$ cat src/plld_defines.svh
// Latch addresses, field positions, limits and reset words of the divider block
`ifndef PLLD_DEFINES_SVH
`define PLLD_DEFINES_SVH
`define PLLD_WORD_W 24
`define PLLD_ADDR_RF_R 2'h0
`define PLLD_ADDR_RF_N 2'h1
`define PLLD_ADDR_IF_R 2'h2
`define PLLD_ADDR_IF_N 2'h3
`define PLLD_R_LSB 2
`define PLLD_R_MSB 16
`define PLLD_REF_SEL_BIT 23
`define PLLD_FRAC_LSB 2
`define PLLD_FRAC_MSB 5
`define PLLD_RF_A_LSB 6
`define PLLD_RF_A_MSB 7
`define PLLD_RF_B_LSB 8
`define PLLD_RF_B_MSB 9
`define PLLD_RF_PRESC_BIT 9
`define PLLD_RF_C_LSB 10
`define PLLD_RF_C_MSB 20
`define PLLD_FRAC_EN_BIT 21
`define PLLD_MOD15_BIT 22
`define PLLD_IF_A_LSB 2
`define PLLD_IF_A_MSB 4
`define PLLD_IF_B_LSB 5
`define PLLD_IF_B_MSB 16
`define PLLD_R_MIN 15'h0003
`define PLLD_RF_C_MIN 11'h003
`define PLLD_RF_FRAC_MIN_LO 15'h0028
`define PLLD_RF_FRAC_MIN_HI 15'h0050
`define PLLD_IF_N_MIN 15'h0038
`define PLLD_MOD_15 5'h0F
`define PLLD_MOD_16 5'h10
`define PLLD_RST_RF_R 24'h000028
`define PLLD_RST_RF_N 24'h001400
`define PLLD_RST_IF_R 24'h000028
`define PLLD_RST_IF_N 24'h0000E0
`endif

$ cat src/plld_pkg.sv
// State types of the divider block
package plld_pkg;
  typedef struct packed {
    logic [18:0] cnt;
    logic [18:0] div;
    logic pulse;
  } plld_div_st_t;

  typedef struct packed {
    logic [6:0] s1;
    logic [6:0] s2;
    logic [6:0] s3;
    logic [6:0] lvl;
    logic [23:0] shift;
    logic [23:0] rf_r;
    logic [23:0] rf_n;
    logic [23:0] if_r;
    logic [23:0] if_n;
    logic [3:0] acc;
    logic carry;
    logic invalid;
  } plld_top_st_t;
endpackage : plld_pkg

$ cat src/plld_div.sv
// Programmable event divider with reload-boundary capture of its divide value
`timescale 1ns/10ps
`default_nettype none
module plld_div #(
  parameter int W = 15
) (
  input wire logic core_clk,
  input wire logic sys_rst,
  input wire logic clk_en,
  input wire logic clr,
  input wire logic tick,
  input wire logic [W-1:0] div_val,
  output logic pulse
);
  plld_pkg::plld_div_st_t q;
  plld_pkg::plld_div_st_t d;

  if (W < 2 || W > 19) begin : g_bad_width
    $error("plld_div width must lie in 2..19");
  end

  always_comb begin
    d = q;
    d.pulse = 1'b0;
    if (clr) begin
      // Armed at zero so the first tick after release starts a period
      d.cnt = '0;
    end else if (tick) begin
      if (q.cnt == '0) begin
        d.pulse = 1'b1;
        d.div = 19'(div_val);
        d.cnt = (div_val <= W'(1)) ? '0 : 19'(div_val - W'(1));
      end else begin
        d.cnt = q.cnt - 19'h00001;
      end
    end
  end

  always_ff @(posedge core_clk) begin
    if (sys_rst) begin
      q <= '0;
    end else if (clk_en) begin
      q <= d;
    end
  end

  assign pulse = q.pulse;
endmodule : plld_div
`default_nettype wire

$ cat src/plld_dividers.sv
// Reference and feedback dividers of a dual synthesizer with serial latch loading
`timescale 1ns/10ps
`default_nettype none
`include "plld_defines.svh"
module plld_dividers (
  input wire logic core_clk,
  input wire logic sys_rst,
  input wire logic clk_en,
  input wire logic ser_clk,
  input wire logic ser_data,
  input wire logic latch_strobe,
  input wire logic osc_if_in,
  input wire logic osc_rf_in,
  input wire logic rf_vco_in,
  input wire logic if_vco_in,
  input wire logic rf_pwr_dn,
  input wire logic if_pwr_dn,
  output logic rf_comparison_reference,
  output logic rf_feedback_divided,
  output logic if_comparison_reference,
  output logic if_feedback_divided,
  output logic ref_path_select,
  output logic rf_frac_carry,
  output logic cfg_invalid
);
  localparam int NPIN = 7;
  localparam int P_SCLK = 0;
  localparam int P_SDATA = 1;
  localparam int P_LE = 2;
  localparam int P_OSC_IF = 3;
  localparam int P_OSC_RF = 4;
  localparam int P_RF_VCO = 5;
  localparam int P_IF_VCO = 6;

  localparam plld_pkg::plld_top_st_t RST_ST = '{
    rf_r: `PLLD_RST_RF_R,
    rf_n: `PLLD_RST_RF_N,
    if_r: `PLLD_RST_IF_R,
    if_n: `PLLD_RST_IF_N,
    default: '0
  };

  plld_pkg::plld_top_st_t q;
  plld_pkg::plld_top_st_t d;
  logic [6:0] rise;
  logic [4:0] acc_sum;
  logic [4:0] acc_mod;
  logic frac_en;
  logic rf_r_tick;
  logic [14:0] rf_int;
  logic [18:0] rf_div_val;
  logic [14:0] if_div_val;
  logic bad;

  // Integer RF divide from C, B and A for the selected prescaler set
  function automatic logic [14:0] rf_int_div(input logic [23:0] w);
    logic [10:0] c;
    logic [1:0] b;
    logic [1:0] a;
    c = w[`PLLD_RF_C_MSB:`PLLD_RF_C_LSB];
    b = w[`PLLD_RF_B_MSB:`PLLD_RF_B_LSB];
    a = w[`PLLD_RF_A_MSB:`PLLD_RF_A_LSB];
    if (w[`PLLD_RF_PRESC_BIT]) begin
      rf_int_div = {c, 4'h0} + {11'h000, b, 2'h0} + {13'h0000, a};
    end else begin
      // The upper B bit is the prescaler select and does not count here
      rf_int_div = {1'b0, c, 3'h0} + {12'h000, b[0], 2'h0} + {13'h0000, a};
    end
  endfunction : rf_int_div

  function automatic logic [14:0] r_div(input logic [23:0] w);
    r_div = w[`PLLD_R_MSB:`PLLD_R_LSB];
  endfunction : r_div

  function automatic logic [3:0] frac_num(input logic [23:0] w);
    frac_num = w[`PLLD_FRAC_MSB:`PLLD_FRAC_LSB];
  endfunction : frac_num

  assign frac_en = q.rf_n[`PLLD_FRAC_EN_BIT];
  assign rf_int = rf_int_div(q.rf_n);
  assign acc_sum = {1'b0, q.acc} + {1'b0, frac_num(q.rf_n)};
  assign acc_mod = q.rf_n[`PLLD_MOD15_BIT] ? `PLLD_MOD_15 : `PLLD_MOD_16;

  // Fractional: integer plus pending swallow; integer mode uses all 19 bits
  assign rf_div_val = frac_en ? ({4'h0, rf_int} + {18'h00000, q.carry})
                              : {rf_int, frac_num(q.rf_n)};
  assign if_div_val = {q.if_n[`PLLD_IF_B_MSB:`PLLD_IF_B_LSB], 3'h0}
                    + {12'h000, q.if_n[`PLLD_IF_A_MSB:`PLLD_IF_A_LSB]};

  // Shared path takes the IF oscillator for the RF reference counter too
  assign rf_r_tick = q.if_r[`PLLD_REF_SEL_BIT] ? rise[P_OSC_IF] : rise[P_OSC_RF];

  always_comb begin
    bad = 1'b0;
    if (q.rf_n[`PLLD_RF_C_MSB:`PLLD_RF_C_LSB] < `PLLD_RF_C_MIN) begin
      bad = 1'b1;
    end
    if (frac_en && rf_int < (q.rf_n[`PLLD_RF_PRESC_BIT] ? `PLLD_RF_FRAC_MIN_HI
                                                         : `PLLD_RF_FRAC_MIN_LO)) begin
      bad = 1'b1;
    end
    if (r_div(q.rf_r) < `PLLD_R_MIN || r_div(q.if_r) < `PLLD_R_MIN) begin
      bad = 1'b1;
    end
    if (if_div_val < `PLLD_IF_N_MIN
        || q.if_n[`PLLD_IF_B_MSB:`PLLD_IF_B_LSB] < 12'(q.if_n[`PLLD_IF_A_MSB:`PLLD_IF_A_LSB])) begin
      bad = 1'b1;
    end
  end

  always_comb begin
    d = q;
    rise = '0;
    d.s1 = {if_vco_in, rf_vco_in, osc_rf_in, osc_if_in, latch_strobe, ser_data, ser_clk};
    d.s2 = q.s1;
    d.s3 = q.s2;
    // A pin change counts once the second and third stages agree
    for (int i = 0; i < NPIN; i++) begin
      if (q.s2[i] == q.s3[i] && q.s2[i] != q.lvl[i]) begin
        d.lvl[i] = q.s2[i];
        rise[i] = q.s2[i];
      end
    end
    if (rise[P_SCLK]) begin
      d.shift = {q.shift[22:0], q.lvl[P_SDATA]};
    end
    if (rise[P_LE]) begin
      unique case (q.shift[1:0])
        `PLLD_ADDR_RF_R: d.rf_r = q.shift;
        `PLLD_ADDR_RF_N: d.rf_n = q.shift;
        `PLLD_ADDR_IF_R: d.if_r = q.shift;
        `PLLD_ADDR_IF_N: d.if_n = q.shift;
      endcase
    end
    // Accumulator steps once per feedback period, after that period's reload
    if (rf_pwr_dn) begin
      d.acc = '0;
      d.carry = 1'b0;
    end else if (!frac_en) begin
      d.carry = 1'b0;
    end else if (rf_feedback_divided) begin
      if (acc_sum >= acc_mod) begin
        d.acc = 4'(acc_sum - acc_mod);
        d.carry = 1'b1;
      end else begin
        d.acc = acc_sum[3:0];
        d.carry = 1'b0;
      end
    end
    d.invalid = bad;
  end

  always_ff @(posedge core_clk) begin
    if (sys_rst) begin
      q <= RST_ST;
    end else if (clk_en) begin
      q <= d;
    end
  end

  // Each divider samples its value only when it reloads
  plld_div #(.W(15)) u_rf_ref (
    .core_clk(core_clk),
    .sys_rst(sys_rst),
    .clk_en(clk_en),
    .clr(rf_pwr_dn),
    .tick(rf_r_tick),
    .div_val(r_div(q.rf_r)),
    .pulse(rf_comparison_reference)
  );

  plld_div #(.W(15)) u_if_ref (
    .core_clk(core_clk),
    .sys_rst(sys_rst),
    .clk_en(clk_en),
    .clr(if_pwr_dn),
    .tick(rise[P_OSC_IF]),
    .div_val(r_div(q.if_r)),
    .pulse(if_comparison_reference)
  );

  plld_div #(.W(19)) u_rf_fb (
    .core_clk(core_clk),
    .sys_rst(sys_rst),
    .clk_en(clk_en),
    .clr(rf_pwr_dn),
    .tick(rise[P_RF_VCO]),
    .div_val(rf_div_val),
    .pulse(rf_feedback_divided)
  );

  plld_div #(.W(15)) u_if_fb (
    .core_clk(core_clk),
    .sys_rst(sys_rst),
    .clk_en(clk_en),
    .clr(if_pwr_dn),
    .tick(rise[P_IF_VCO]),
    .div_val(if_div_val),
    .pulse(if_feedback_divided)
  );

  assign ref_path_select = q.if_r[`PLLD_REF_SEL_BIT];
  assign rf_frac_carry = q.carry;
  assign cfg_invalid = q.invalid;
endmodule : plld_dividers
`default_nettype wire

$ cat config.mk
export PLATFORM = sky130hd
export DESIGN_NAME = plld_dividers
export DESIGN_NICKNAME = d
export VERILOG_FILES = /design/src/plld_pkg.sv /design/src/plld_div.sv /design/src/plld_dividers.sv
export VERILOG_INCLUDE_DIRS = /design/src /design/src/src
export SDC_FILE = /design/constraint.sdc
export NUM_CORES = 1
export LEC_CHECK = 0
export BUFFER_PORTS_ARGS = -buffer_cell sky130_fd_sc_hd__buf_2
export CAP_MARGIN = 0
export CORE_UTILIZATION = 28
export DETAILED_ROUTE_END_ITERATION = 12
export PLACE_DENSITY = 0.53
export SLEW_MARGIN = 5
export SYNTH_ARGS = -nofsm -noshare
export SYNTH_HDL_FRONTEND = slang
export SYNTH_SLANG_ARGS = --single-unit
$ cat constraint.sdc
create_clock -name core_clk -period 3.2 [get_ports core_clk]
set_input_delay 0.32 -clock core_clk [delete_from_list [all_inputs] [get_ports core_clk]]
set_output_delay 0.32 -clock core_clk [all_outputs]
set_load 0.01 [all_outputs]
; Yosys cells after proc, flatten, opt, wreduce, memory -nomap -nowiden
; Cells that the tools add are included.
[classes]
n_addsub = 16
n_lt_le_gt_ge = 11
eq_ne = 18
mux = 44
n_bitwise = 2
n_reduce_logical = 43
[op_table]
columns = op, n
row1 = $mux W19, 13
row2 = $mux W39, 4
row3 = $sub A19 B1 Y19 const B, 5
row4 = $logic_not A19 Y1, 4
row5 = $mux W16, 3
row6 = $sub A15 B1 Y16 const B, 3
row7 = $le A15 B1 Y1 const B, 3
row8 = $add A15 B2 Y15, 2
row9 = $lt A15 B2 Y1 const B, 2
row10 = $reduce_and A2 Y1, 13
row11 = $mux W20, 1
row12 = $mux W5, 4
row13 = $le A19 B1 Y1 const B, 1
row14 = $add A15 B1 Y16, 1
row15 = $mux W1, 16
row16 = $reduce_and A4 Y1, 4
row17 = $add A14 B3 Y15, 1
row18 = $add A15 B3 Y15, 1
row19 = $add A15 B4 Y15, 1
row20 = $lt A15 B6 Y1 const B, 1
row21 = $lt A15 B7 Y1, 1
row22 = $mux W15, 1
row23 = $reduce_and A3 Y1, 5
row24 = $lt A12 B3 Y1, 1
row25 = 16 further kinds, 43
[totals]
regBits = 283

; Longest topological paths before layout
; Gate-level depths: netlist (run 1).
[logic_depth]
depth_word = 10
ltp_mapped = 14
depth_no_buf = 12

; By module
; Synthesis (run 1) repeated with hierarchy kept, for this count alone.
[hier_totals]
cells_unflattened = 1503
hier_area_um2 = 12376.9
[modules_own_cells]
columns = module, n_inst, cells_each, area_per_inst_um2, seq_area_each_um2
row1 = plld_dividers, 1, 664, 5788.1, 2502.4
row2 = plld_div (u_if_fb ...), 3, 208, 1654.1, 400.4
row3 = plld_div (u_rf_fb), 1, 215, 1626.6, 400.4

; Worst setup path after synthesis (run 1)
; Ideal clock, no wire load.
[synth_timing]
path_type = reg2reg
from = reg q (netlist bit frac_en)
to = reg u_rf_fb.q[36] in the netlist's numbering
t_arrival_ps = 3119
required_time_ps = 3130
path_slack_ps = 11
path_stages_with_launch = 13
path_buffers = 4
period_less_slack_ps = 3189
cell_sequence = dfxtp_1 -> clkbuf_1 -> clkbuf_1 -> clkbuf_1 -> buf_1 -> mux2i_1 -> ha_1 -> nand2_1 -> nor3_4 -> nand3_1 -> mux2i_1 -> or4_1 -> a21oi_1
[synth_via]
elab_chain_len = 6
elab_cells_between_ends = 7
[synth_rtl]
columns = item, line
row1 = start: declaration, plld_dividers.sv:43  ; plld_pkg::plld_top_st_t q;
row2 = start signal: assignment, plld_dividers.sv:155  ; q <= RST_ST;
row3 = start signal: assignment, plld_dividers.sv:157  ; q <= d;
row4 = $mux W19 (*), plld_dividers.sv:85  ; assign rf_div_val = frac_en ? ({4'h0, rf_int} + {18'h00000, q.carry})
row5 = $sub A19 B1 Y19 or $le A19 B1 Y1 (tied branches), plld_div.sv:32  ; d.cnt = (div_val <= W'(1)) ? '0 : 19'(div_val - W'(1));
row6 = $mux W19 (*), plld_div.sv:32
row7 = $mux W19 (*), plld_div.sv:29  ; if (q.cnt == '0) begin
row8 = $mux W39 (*), plld_div.sv:28  ; end else if (tick) begin
row9 = $mux W19 (*), plld_div.sv:25  ; if (clr) begin
row10 = end signal: assignment, plld_div.sv:41  ; q <= '0;
row11 = end signal: assignment, plld_div.sv:43  ; q <= d;
row12 = end: declaration, plld_div.sv:15  ; plld_pkg::plld_div_st_t q;
; Mark *: on every way between the ends. The rest lies on a longest branch, timed or not. The select of a mux whose other input is x is not followed.
; A chain may end at the register's enable or synchronous reset.

; Final worst setup path (run 1)
[layout_timing]
from = reg q (netlist bit rf_frac_carry)
to = reg u_rf_fb.q[36] in the netlist's numbering
[layout_via]
elab_chain_len = 7
elab_cells_between_ends = 8
[layout_rtl]
columns = item, line
row1 = $add A15 B1 Y16 (*), plld_dividers.sv:85
row2 = $mux W19 (*), plld_dividers.sv:85
row3 = $sub A19 B1 Y19 or $le A19 B1 Y1 (tied branches), plld_div.sv:32
row4 = $mux W19 (*), plld_div.sv:32
row5 = $mux W19 (*), plld_div.sv:29
row6 = $mux W39 (*), plld_div.sv:28
row7 = $mux W19 (*), plld_div.sv:25
; Marked as above.

==> run_results.csv, run 1 <==
group,metric,value,unit
status,status,"finished, final reports clean",
pwr,p_per_area,424.8,mW/mm²
clocking,cts_tree,"yes",
pwr,p_seq_share,44.3,%
clocking,cts_buffers,24,
global_route,grt_max_degree,71,
synth,synth_seq_area_share,34.75,%
global_route,grt_overflow,0,
sta,relSlewSlack,46.52,%
detailed_routing,drt-total-wl,33.87,mm
detailed_routing,ant_nets,0,
die,die_w,207.4,µm
sta,hold_viol,0,
synth,synth-edff-count,0,
die,core_area,0.04120,mm²
setup_path,crit_type,"flop to flop",
sta,final-setup-viol-count,0,
setup_path,r2r_setup_slack,0.06,ns
global_route,grt_pass1_wl,55.86,mm
synth,synth_seq_cells,205,
global_route,antenna_found_initial,0,
synth,synth_cell_types,71,
placement,dp_slack,0.01231,ns
detailed_routing,drt-initial-drc-count,699,
setup_path,start_kind,"flop",
synth,yosysMostFrequentCell,"nand2_1",
pwr,swShare,23.20,%
pwr,ir_drop,0.0003277,V
pwr,comb_power_share,4.8,%
sta,layout_min_cycle_time,3.135,ns
synth,synthFlopType,"dfxtp_1",
setup_path,path_max_fanout,7,
synth,syn_area,0.01181,mm²
die,initial_core_util,28.67,%
synth,synth_top_cell_by_area,"dfxtp_1",
clocking,clockBufferDepth,3,
final_layout,antenna_cells,0,
clocking,cts.reportedPaths.clkPinSlew,0.06,ns
clocking,htreeDepth,1,
synth,synthCells,1616,
sta,post-route-period-util,97.98,%
synth,synth.top_cell.area_share,34.75,%
detailed_routing,firstDrtPassIters,5,
clocking,clkSinkCount,205,
pwr,intPower,4476,µW
die,num_rows,74,
global_route,grt_usage,15.37,%
placement,place_congestion,0.9218,
setup_path,worstSetupEndpointType,"flop",
clocking,clkLatencyLatePin,0.55,ns
clocking,cts_root_buf,"clkbuf_16",
final_layout,final_area,0.01372,mm²
global_route,grt_pass1_vias,10790,
detailed_routing,route.detailed.drc,0,
synth,async_flop_share,0,%
placement,dpl.hpwl,24.12,mm
final_layout,drive_gt1_share,10.62,%
synth,synthTopCellsByCount,"nand2_1, dfxtp_1, nor2_1",
sta,maxSlewViolCount,0,
placement,placed_area,0.01272,mm²
placement,portBuffers,18,
setup_path,cp.arrival,3.59,ns
synth,synth_nets,1655,
pwr,switching_power,1352,µW
final_layout,nets,1678,
sta,finalClockSkew,0.02902,ns
setup_path,required,3.66,ns
detailed_routing,vias_per_cell,5.199,
pwr,p_leak,0.005040,µW
synth,yosysWarnings,0,
die,die_h,207.4,µm
die,die_area,0.04301,mm²
sta,worstMarginPinSlew,0.8005,ns
synth,avgSynthCellArea,7.309,µm²
worst_hold_path,hold_path.class,"primary input to flop",
sta,max_freq,318.9,MHz
detailed_routing,wire_per_inst,15.47,µm
pwr,pwr-share-clk,50.9,%
run,maxCapViolCount,0,
synth,yosys-top-cells-area,"dfxtp_1, nand2_1, a21oi_1, nor2_1, o21ai_0",
final_layout,area_growth,16.17,%
detailed_routing,via_count,11380,
die,ios,19,
sta,final.setup.worst_slack,0.06466,ns
-- state kept, by name, summed over array words and instances, names as in the netlist --
name             flops
q                  107
u_if_fb.q           19
u_if_ref.q          19
u_rf_fb.q           19
u_rf_ref.q          19
d                   14
cfg_invalid          1
frac_en              1
ref_path_select      1
rf_frac_carry        1
u_if_fb.pulse        1
u_if_ref.pulse       1
u_rf_fb.pulse        1
u_rf_ref.pulse       1
-- area by class of cell --
cell class,count,area (µm²)
fill,4352,27480
multi-input combinational,1281,7278
sequential,205,4105
clock buffer,37,729.5
timing repair buffer,95,680.7
tap,532,665.6
clock inverter,7,141.4
inverter,32,120.1
-- power groups by stage --
stage	logic [µW]	clock network (µW)	registers (µW)
3_3_place_gp	275	0	2640
3_5_place_dp	275	0	2640
6_report	277	2970	2580
4_1_cts	277	3040	2580
5_1_grt	309	3130	2580
2_1_floorplan	196	0	2630
-- stage by stage --
| stage | power, µW | std cells | util [%] | hold WS (ns) | setup TNS (ns) |
|---|---|---|---|---|---|
| global route | 6028 | 2189 | 33.30 | 0.01909 | -0.5175 |
| global placement | 2915 | 2141 | 30.87 | 0.4425 | 0 |
| floorplan | 2831 | 1616 | - | 0.4321 | 0 |
| CTS | 5902 | 2186 | 33.01 | 0.003942 | 0 |
| finish | 5828 | 2189 | 33.30 | 0.02122 | 0 |
| detailed placement | 2915 | 2141 | 30.87 | 0.4488 | 0 |
-- repair_timing --
action / in CTS / in global routing
setup buffers: 0 / 3
hold buffers: 1 / 0
hold endpoints to repair: 1 / 0
setup endpoints to repair: 0 / 18
resized for setup: 0 / 19
-- worst max-delay path: stages (launching register included) --
cell and delay (ns):
dfxtp_1 0.38, ha_4 0.18, ha_4 0.16, o211ai_1 0.24
nor4_2 0.46, o2111ai_1 0.27, a31oi_2 0.30, nor4b_4 0.09
and4_1 0.21, buf_4 0.16, or4_1 0.46, a21oi_1 0.15
-- placed cells by master, fill, tap and decap left out, types with 19 or more instances in the layout --
cell type / instances
a21oi_1: 178
nor2_1: 178
nand2_1: 285
or3_1: 23
mux2i_1: 36
clkbuf_16: 24
inv_1: 31
nor4_1: 32
a22oi_1: 19
xnor2_1: 41
nand3_1: 35
xor2_1: 19
buf_4: 75
o21ai_0: 112
dfxtp_1: 204
ha_1: 23
nor3_1: 70
-- cells by family after synthesis --
family          synth area share (%)
buf+inv                        4.407
fa+ha+maj                      2.987
simple gates                   29.33
compound gates                 20.46
mux                            3.623
flops                          34.75
xor+xnor                       4.449
-- routing by layer --
layer | wire length [µm] | vias up | share of wire (%) | global-route usage (%)
met4 | 741 | 0 | 2.2 | 3.963
li1 | - | 5746 | - | -
met1 | 16350 | 5411 | 48 | 20.88
met3 | 1097 | 48 | 3.2 | 1.755
met5 | 0 | - | 0 | 0
met2 | 15690 | 175 | 46 | 25.73
-- path summary, 6_finish.rpt --
path / start / cells past startpoint / to
max: rf_frac_carry$_SDFFE_PP0P_ / 11 / u_rf_fb.q[36]$_SDFFE_PP0P_
min: osc_if_in / 3 / d[143]$_SDFFE_PP0P_
max reg2reg: rf_frac_carry$_SDFFE_PP0P_ / 11 / u_rf_fb.q[36]$_SDFFE_PP0P_
min reg2reg: q[125]$_SDFFE_PP0P_ / 2 / ref_path_select$_SDFFE_PP0P_
Power figures use the tool's default switching activity.
==> run 2: changes to the inputs <==
--- a/config.mk
+++ b/config.mk
@@ -7,11 +7,10 @@
 export NUM_CORES = 1
 export LEC_CHECK = 0
 export BUFFER_PORTS_ARGS = -buffer_cell sky130_fd_sc_hd__buf_2
-export CAP_MARGIN = 0
 export CORE_UTILIZATION = 28
 export DETAILED_ROUTE_END_ITERATION = 12
 export PLACE_DENSITY = 0.53
-export SLEW_MARGIN = 5
+export RECOVER_POWER = 100
 export SYNTH_ARGS = -nofsm -noshare
 export SYNTH_HDL_FRONTEND = slang
 export SYNTH_SLANG_ARGS = --single-unit
==> run 2 against run 1 <==
  * Clock power is essentially flat
  * Power hardly changed
  * Cell count unchanged
  * Via count up 0.23%
  * Register-to-register slack is essentially flat
  * Fmax up 0.28%
  * Largest power group unchanged
  * Highest routed layer unchanged
==> run_results.csv, run 2 (synthesis results as in run 1) <==
group,metric,value,unit
status,status,"finished, final reports clean",
sta,finalClockSkew,0.02902,ns
die,die_area,0.04301,mm²
setup_path,max_stage_delay,0.46,ns
setup_path,required,3.66,ns
clocking,cts_tree,"yes",
final_layout,largest_register_ffs,107,
final_layout,fill_cells,4363,
clocking,cts_buffers,24,
setup_path,worst-path-buf-inv,1,
sta,post-route-period-util,97.70,%
setup_path,crit_type,"flop to flop",
setup_path,start_kind,"flop",
final_layout,final_area,0.01368,mm²
worst_hold_path,hold_path_depth,3,
final_layout,nets,1678,
detailed_routing,wire_per_inst,15.43,µm
setup_path,cp.arrival,3.58,ns
clocking,htreeDepth,1,
pwr,p_leak,0.004979,µW
sta,worstMarginPinSlew,1.198,ns
sta,maxSlewViolCount,0,
setup_path,path_cells,"ha_4 -> ha_4 -> o211ai_1 -> nor4_2 -> o2111ai_1 -> a31oi_2 -> nor4b_4 -> and4_1 -> buf_4 -> or4_1 -> a21oi_1",
die,core_area,0.04120,mm²
detailed_routing,drt-initial-drc-count,780,
setup_path,cp_top_family,"simple AND/OR/NAND/NOR gates",
final_layout,layout_common_cells,"nand2_1, dfxtp_1, a21oi_1, nor2_1, o21ai_0",
final_layout,finish.utilization,33.21,%
die,num_rows,74,
placement,placed_area,0.01272,mm²
global_route,grt_pass1_wl,55.86,mm
sta,hold_viol,0,
final_layout,area_growth,15.85,%
setup_path,worstSetupEndpointType,"flop",
placement,place_congestion,0.9218,
placement,dp.cells,2141,
die,die_w,207.4,µm
detailed_routing,vias_per_cell,5.211,
clocking,cts.reportedPaths.clkPinSlew,0.06,ns
clocking,clkLatencyLatePin,0.55,ns
global_route,grt_pass1_vias,10790,
worst_hold_path,min_from,"osc_if_in",
die,ios,19,
pwr,ir_drop,0.0003280,V
setup_path,cpMaxStageDelayCell,"nor4_2",
sta,max_freq,319.8,MHz
die,initial_core_util,28.67,%
final_layout,fin_cells,2189,
global_route,grt_overflow,0,
sta,relSlewSlack,20.16,%
setup_path,r2r.worst_path.cells,11,
detailed_routing,via_count,11410,
placement,dpl.hpwl,24.12,mm
final_layout,antenna_cells,0,
global_route,grt_usage,15.37,%
clocking,clockBufferDepth,3,
final_layout,final_common_cell,"nand2_1",
detailed_routing,ant_nets,0,
global_route,antenna_found_initial,0,
pwr,p_total,5824,µW
worst_hold_path,hold_end,"d[143]$_SDFFE_PP0P_",
worst_hold_path,hold_path.class,"primary input to flop",
final_layout,largest-register,"q",
sta,final-setup-viol-count,0,
detailed_routing,route.detailed.drc,0,
placement,portBuffers,18,
die,die_h,207.4,µm
setup_path,r2r_end,"u_rf_fb.q[36]$_SDFFE_PP0P_",
detailed_routing,firstDrtPassIters,5,
run,maxCapViolCount,0,
setup_path,cp_common_cell,"ha_4",
detailed_routing,drt-total-wl,33.77,mm
setup_path,r2r-start,"rf_frac_carry$_SDFFE_PP0P_",
clocking,cts_root_buf,"clkbuf_16",
global_route,grt_max_degree,71,
setup_path,path_max_fanout,7,
pwr,p_per_area,425.6,mW/mm²
final_layout,drive_gt1_share,9.716,%
setup_path,r2r_setup_slack,0.07,ns
clocking,clkSinkCount,205,
sta,layout_min_cycle_time,3.127,ns
[run 2: layout make-up]
type | count | area [µm²] | share of cell area (%)
flip-flops and latches | 205 | 4105 | 30.00
clock buffers | 37 | 729.5 | 5.331
multi-input cells | 1281 | 7278 | 53.19
repair buffers | 95 | 643.1 | 4.700
clock inverters | 7 | 141.4 | 1.033
well taps | 532 | 665.6 | 4.865
inverters | 32 | 120.1 | 0.8778
[run 2: worst max path at each step]
stage                                     startpoint                    endpoint  slack, ns  cells after the start
final                     rf_frac_carry$_SDFFE_PP0P_  u_rf_fb.q[36]$_SDFFE_PP0P_       0.07                     11
after global routing      rf_frac_carry$_SDFFE_PP0P_  u_rf_fb.q[23]$_SDFFE_PP0P_      -0.06                     12
after CTS                 rf_frac_carry$_SDFFE_PP0P_  u_rf_fb.q[34]$_SDFFE_PP0P_      0.004                     11
after detailed placement  rf_frac_carry$_SDFFE_PP0P_  u_rf_fb.q[36]$_SDFFE_PP0P_       0.01                     11
after global placement    rf_frac_carry$_SDFFE_PP0P_  u_rf_fb.q[36]$_SDFFE_PP0P_       0.07                     11
after floorplan                 frac_en$_SDFFE_PP0P_  u_rf_fb.q[36]$_SDFFE_PP0P_       0.01                     12
[run 2: what timing repair did]
action / 4_1_cts / 5_1_grt
endpoints found under the setup margin: 0 / 18
buffers inserted: 0 / 3
hold buffers: 1 / 0
resized for setup: 0 / 19
endpoints found under the hold margin: 1 / 0
[run 2: worst reg2reg max path, delay by kind of cell (launching register included)]
kind                     cells  cell delay, ns
AND/OR/NAND/NOR              4            1.22
AO/OA/AOI/OAI                4            0.97
adder cells (fa/ha/maj)      2            0.34
flip-flops                   1            0.37
buffers and inverters        1            0.16
[run 2: stage by stage]
| step | TNS, ns | setup slack, ns | hold slack [ns] |
|---|---|---|---|
| 6_report | 0 | 0.07345 | 0.01812 |
| 3_5_place_dp | 0 | 0.01231 | 0.4488 |
| 3_3_place_gp | 0 | 0.06684 | 0.4425 |
| 4_1_cts | 0 | 0.004020 | 0.003942 |
| 2_1_floorplan | 0 | 0.01079 | 0.4321 |
| 5_1_grt | -0.4635 | -0.05985 | 0.01909 |
[run 2: power breakdown]
group | switching, µW | internal, µW
clock | 1150 | 1820
combinational | 188 | 85.3
sequential | 16.0 | 2570
[run 2: layer usage]
metal	up-vias	part of all wire, %	track usage, %
met3	46	3.5	1.755
met4	0	2.1	3.963
met1	5426	48	20.88
met5	-	0	0
met2	187	46	25.73
li1	5747	-	-
==> run 3: changes to the inputs <==
--- a/config.mk
+++ b/config.mk
@@ -10,7 +10,7 @@
 export CORE_UTILIZATION = 28
 export DETAILED_ROUTE_END_ITERATION = 12
 export PLACE_DENSITY = 0.53
-export RECOVER_POWER = 100
+export RECOVER_POWER = 25
 export SYNTH_ARGS = -nofsm -noshare
 export SYNTH_HDL_FRONTEND = slang
 export SYNTH_SLANG_ARGS = --single-unit
==> run 3 against run 2 <==
  * Combinational power hardly changed
  * Critical path depth did not move
  * Via count shrank 0.23%
  * First-iteration DRC count down 10%
  * Die area stayed put
  * Wire length increased by 0.32%
  * Sequential power about the same
  * Clock skew about the same
  * Cell area rose by 0.19%
  * Sequential share of layout area is 0.058 points lower
  * Register-to-register slack barely moved
  * Global-route usage unchanged
  * Critical endpoint unchanged
  * Largest power group unchanged
  * Highest routed layer unchanged
==> run_results.csv, run 3 (synthesis results as in run 1) <==
group,metric,value,unit
sta,post-route-period-util,97.98,%
detailed_routing,vias_per_cell,5.199,
placement,dp_slack,0.01231,ns
global_route,grt_util_met3,1.755,%
placement,place_congestion,0.9218,
global_route,antenna_found_initial,0,
clocking,cts_tree,"yes",
sta,final.setup.worst_slack,0.06468,ns
pwr,pwr-share-clk,50.9,%
placement,dpl.hpwl,24.12,mm
sta,max_freq,318.9,MHz
die,die_h,207.4,µm
clocking,clkSinkCount,205,
run,maxCapViolCount,0,
detailed_routing,firstDrtPassIters,5,
pwr,p_seq_share,44.3,%
detailed_routing,via_count,11380,
die,die_area,0.04301,mm²
detailed_routing,drt-total-wl,33.88,mm
sta,maxSlewViolCount,0,
global_route,grt_pass1_wl,55.86,mm
global_route,grt_overflow,0,
sta,final-setup-viol-count,0,
clocking,clockBufferDepth,3,
die,die_w,207.4,µm
global_route,grt_use_met1,20.88,%
setup_path,start_kind,"flop",
global_route,grt_pass1_vias,10790,
die,ios,19,
placement,portBuffers,18,
setup_path,crit_type,"flop to flop",
final_layout,final_common_cell,"nand2_1",
setup_path,worst-path-buf-inv,1,
global_route,grt_usage,15.37,%
worst_hold_path,hold_path.class,"primary input to flop",
detailed_routing,ant_nets,0,
final_layout,fill_cells,4356,
setup_path,cpMaxStageDelayCell,"nor4_2",
sta,finalClockSkew,0.02927,ns
setup_path,worstSetupEndpointType,"flop",
setup_path,max_stage_delay,0.46,ns
pwr,ir_drop,0.0003277,V
detailed_routing,drt-initial-drc-count,699,
sta,relSlewSlack,28.85,%
sta,layout_min_cycle_time,3.135,ns
setup_path,path_max_fanout,7,
pwr,p_per_area,425.0,mW/mm²
clocking,clkLatencyLatePin,0.55,ns
pwr,switching_power,1351,µW
pwr,swShare,23.19,%
pwr,p_total,5826,µW
setup_path,path_cells,"ha_4 -> ha_4 -> o211ai_1 -> nor4_2 -> o2111ai_1 -> a31oi_2 -> nor4b_4 -> and4_1 -> buf_4 -> or4_1 -> a21oi_1",
status,status,"finished, final reports clean",
pwr,p_leak,0.005031,µW
global_route,met2_usage,25.73,%
final_layout,antenna_cells,0,
final_layout,drive_gt1_share,10.50,%
setup_path,cp_common_cell,"ha_4",
sta,hold_viol,0,
die,initial_core_util,28.67,%
pwr,intPower,4475,µW
detailed_routing,route.detailed.drc,0,
setup_path,required,3.65,ns
clocking,cts_buffers,24,
clocking,cts_root_buf,"clkbuf_16",
final_layout,nets,1678,
final_layout,largest_register_ffs,107,
die,num_rows,74,
setup_path,cp.arrival,3.59,ns
final_layout,area_growth,16.07,%
die,core_area,0.04120,mm²
global_route,grt_max_degree,71,
global_route,grt_most_used_layer,"met2",
final_layout,layout_common_cells,"nand2_1, dfxtp_1, a21oi_1, nor2_1, o21ai_0",
sta,holdWs,0.02121,ns
setup_path,cp_top_family,"simple AND/OR/NAND/NOR gates",
detailed_routing,wire_per_inst,15.48,µm
pwr,comb_power_share,4.7,%
sta,worstMarginPinSlew,1.067,ns
clocking,htreeDepth,1,
clocking,cts.reportedPaths.clkPinSlew,0.06,ns
final_layout,largest-register,"q",
## run 3: worst register-to-register path, cell delays in order (launching register included)
cell       delay, ns
dfxtp_1         0.38
ha_4            0.18
ha_4            0.16
o211ai_1        0.24
nor4_2          0.46
o2111ai_1       0.28
a31oi_2         0.30
nor4b_4         0.09
and4_1          0.21
buf_4           0.16
or4_1           0.46
a21oi_1         0.15
## run 3: final cells by class
class	count	area (µm²)	share of cell area (%)
Inverter	32	120.1	0.8762
Clock buffer	37	729.5	5.321
Sequential cell	205	4105	29.94
Timing Repair Buffer	95	669.4	4.883
Clock inverter	7	141.4	1.031
Tap cell	532	665.6	4.855
Multi-Input combinational cell	1281	7278	53.09
## run 3: power by group through the flow
stage	clock network [µW]	registers, µW	logic [µW]
2_1_floorplan	0	2630	196
3_3_place_gp	0	2640	275
3_5_place_dp	0	2640	275
4_1_cts	3040	2580	277
5_1_grt	3130	2580	308
6_report	2970	2580	276
## run 3: what timing repair did
item	in CTS	in global routing
hold buffers	1	0
setup endpoints to repair	0	18
buffers inserted	0	3
hold endpoints to repair	1	0
resized for setup	0	19
## run 3: path summary, 6_finish.rpt
| check | slack, ns | start | cells past startpoint | end |
|---|---|---|---|---|
| max | 0.06 | rf_frac_carry$_SDFFE_PP0P_ | 11 | u_rf_fb.q[36]$_SDFFE_PP0P_ |
| min | 0.02 | osc_if_in | 3 | d[143]$_SDFFE_PP0P_ |
| min reg2reg | 0.46 | q[125]$_SDFFE_PP0P_ | 2 | ref_path_select$_SDFFE_PP0P_ |
| max reg2reg | 0.06 | rf_frac_carry$_SDFFE_PP0P_ | 11 | u_rf_fb.q[36]$_SDFFE_PP0P_ |
## run 3: per-layer routing
metal  wire length (µm)  vias up
met5                  0        -
met4                719        0
met3               1168       46
met2              15700      183
met1              16290     5405
li1                   -     5746
## run 3: metrics by stage
stage	instance area [µm²]	TNS (ns)	util (%)	std cells
2_1_floorplan	11810	0	-	1616
3_5_place_dp	12720	0	30.87	2141
6_report	13710	0	33.27	2189
5_1_grt	13710	-0.5183	33.27	2189
3_3_place_gp	12720	0	30.87	2141
4_1_cts	13600	0	33.01	2186
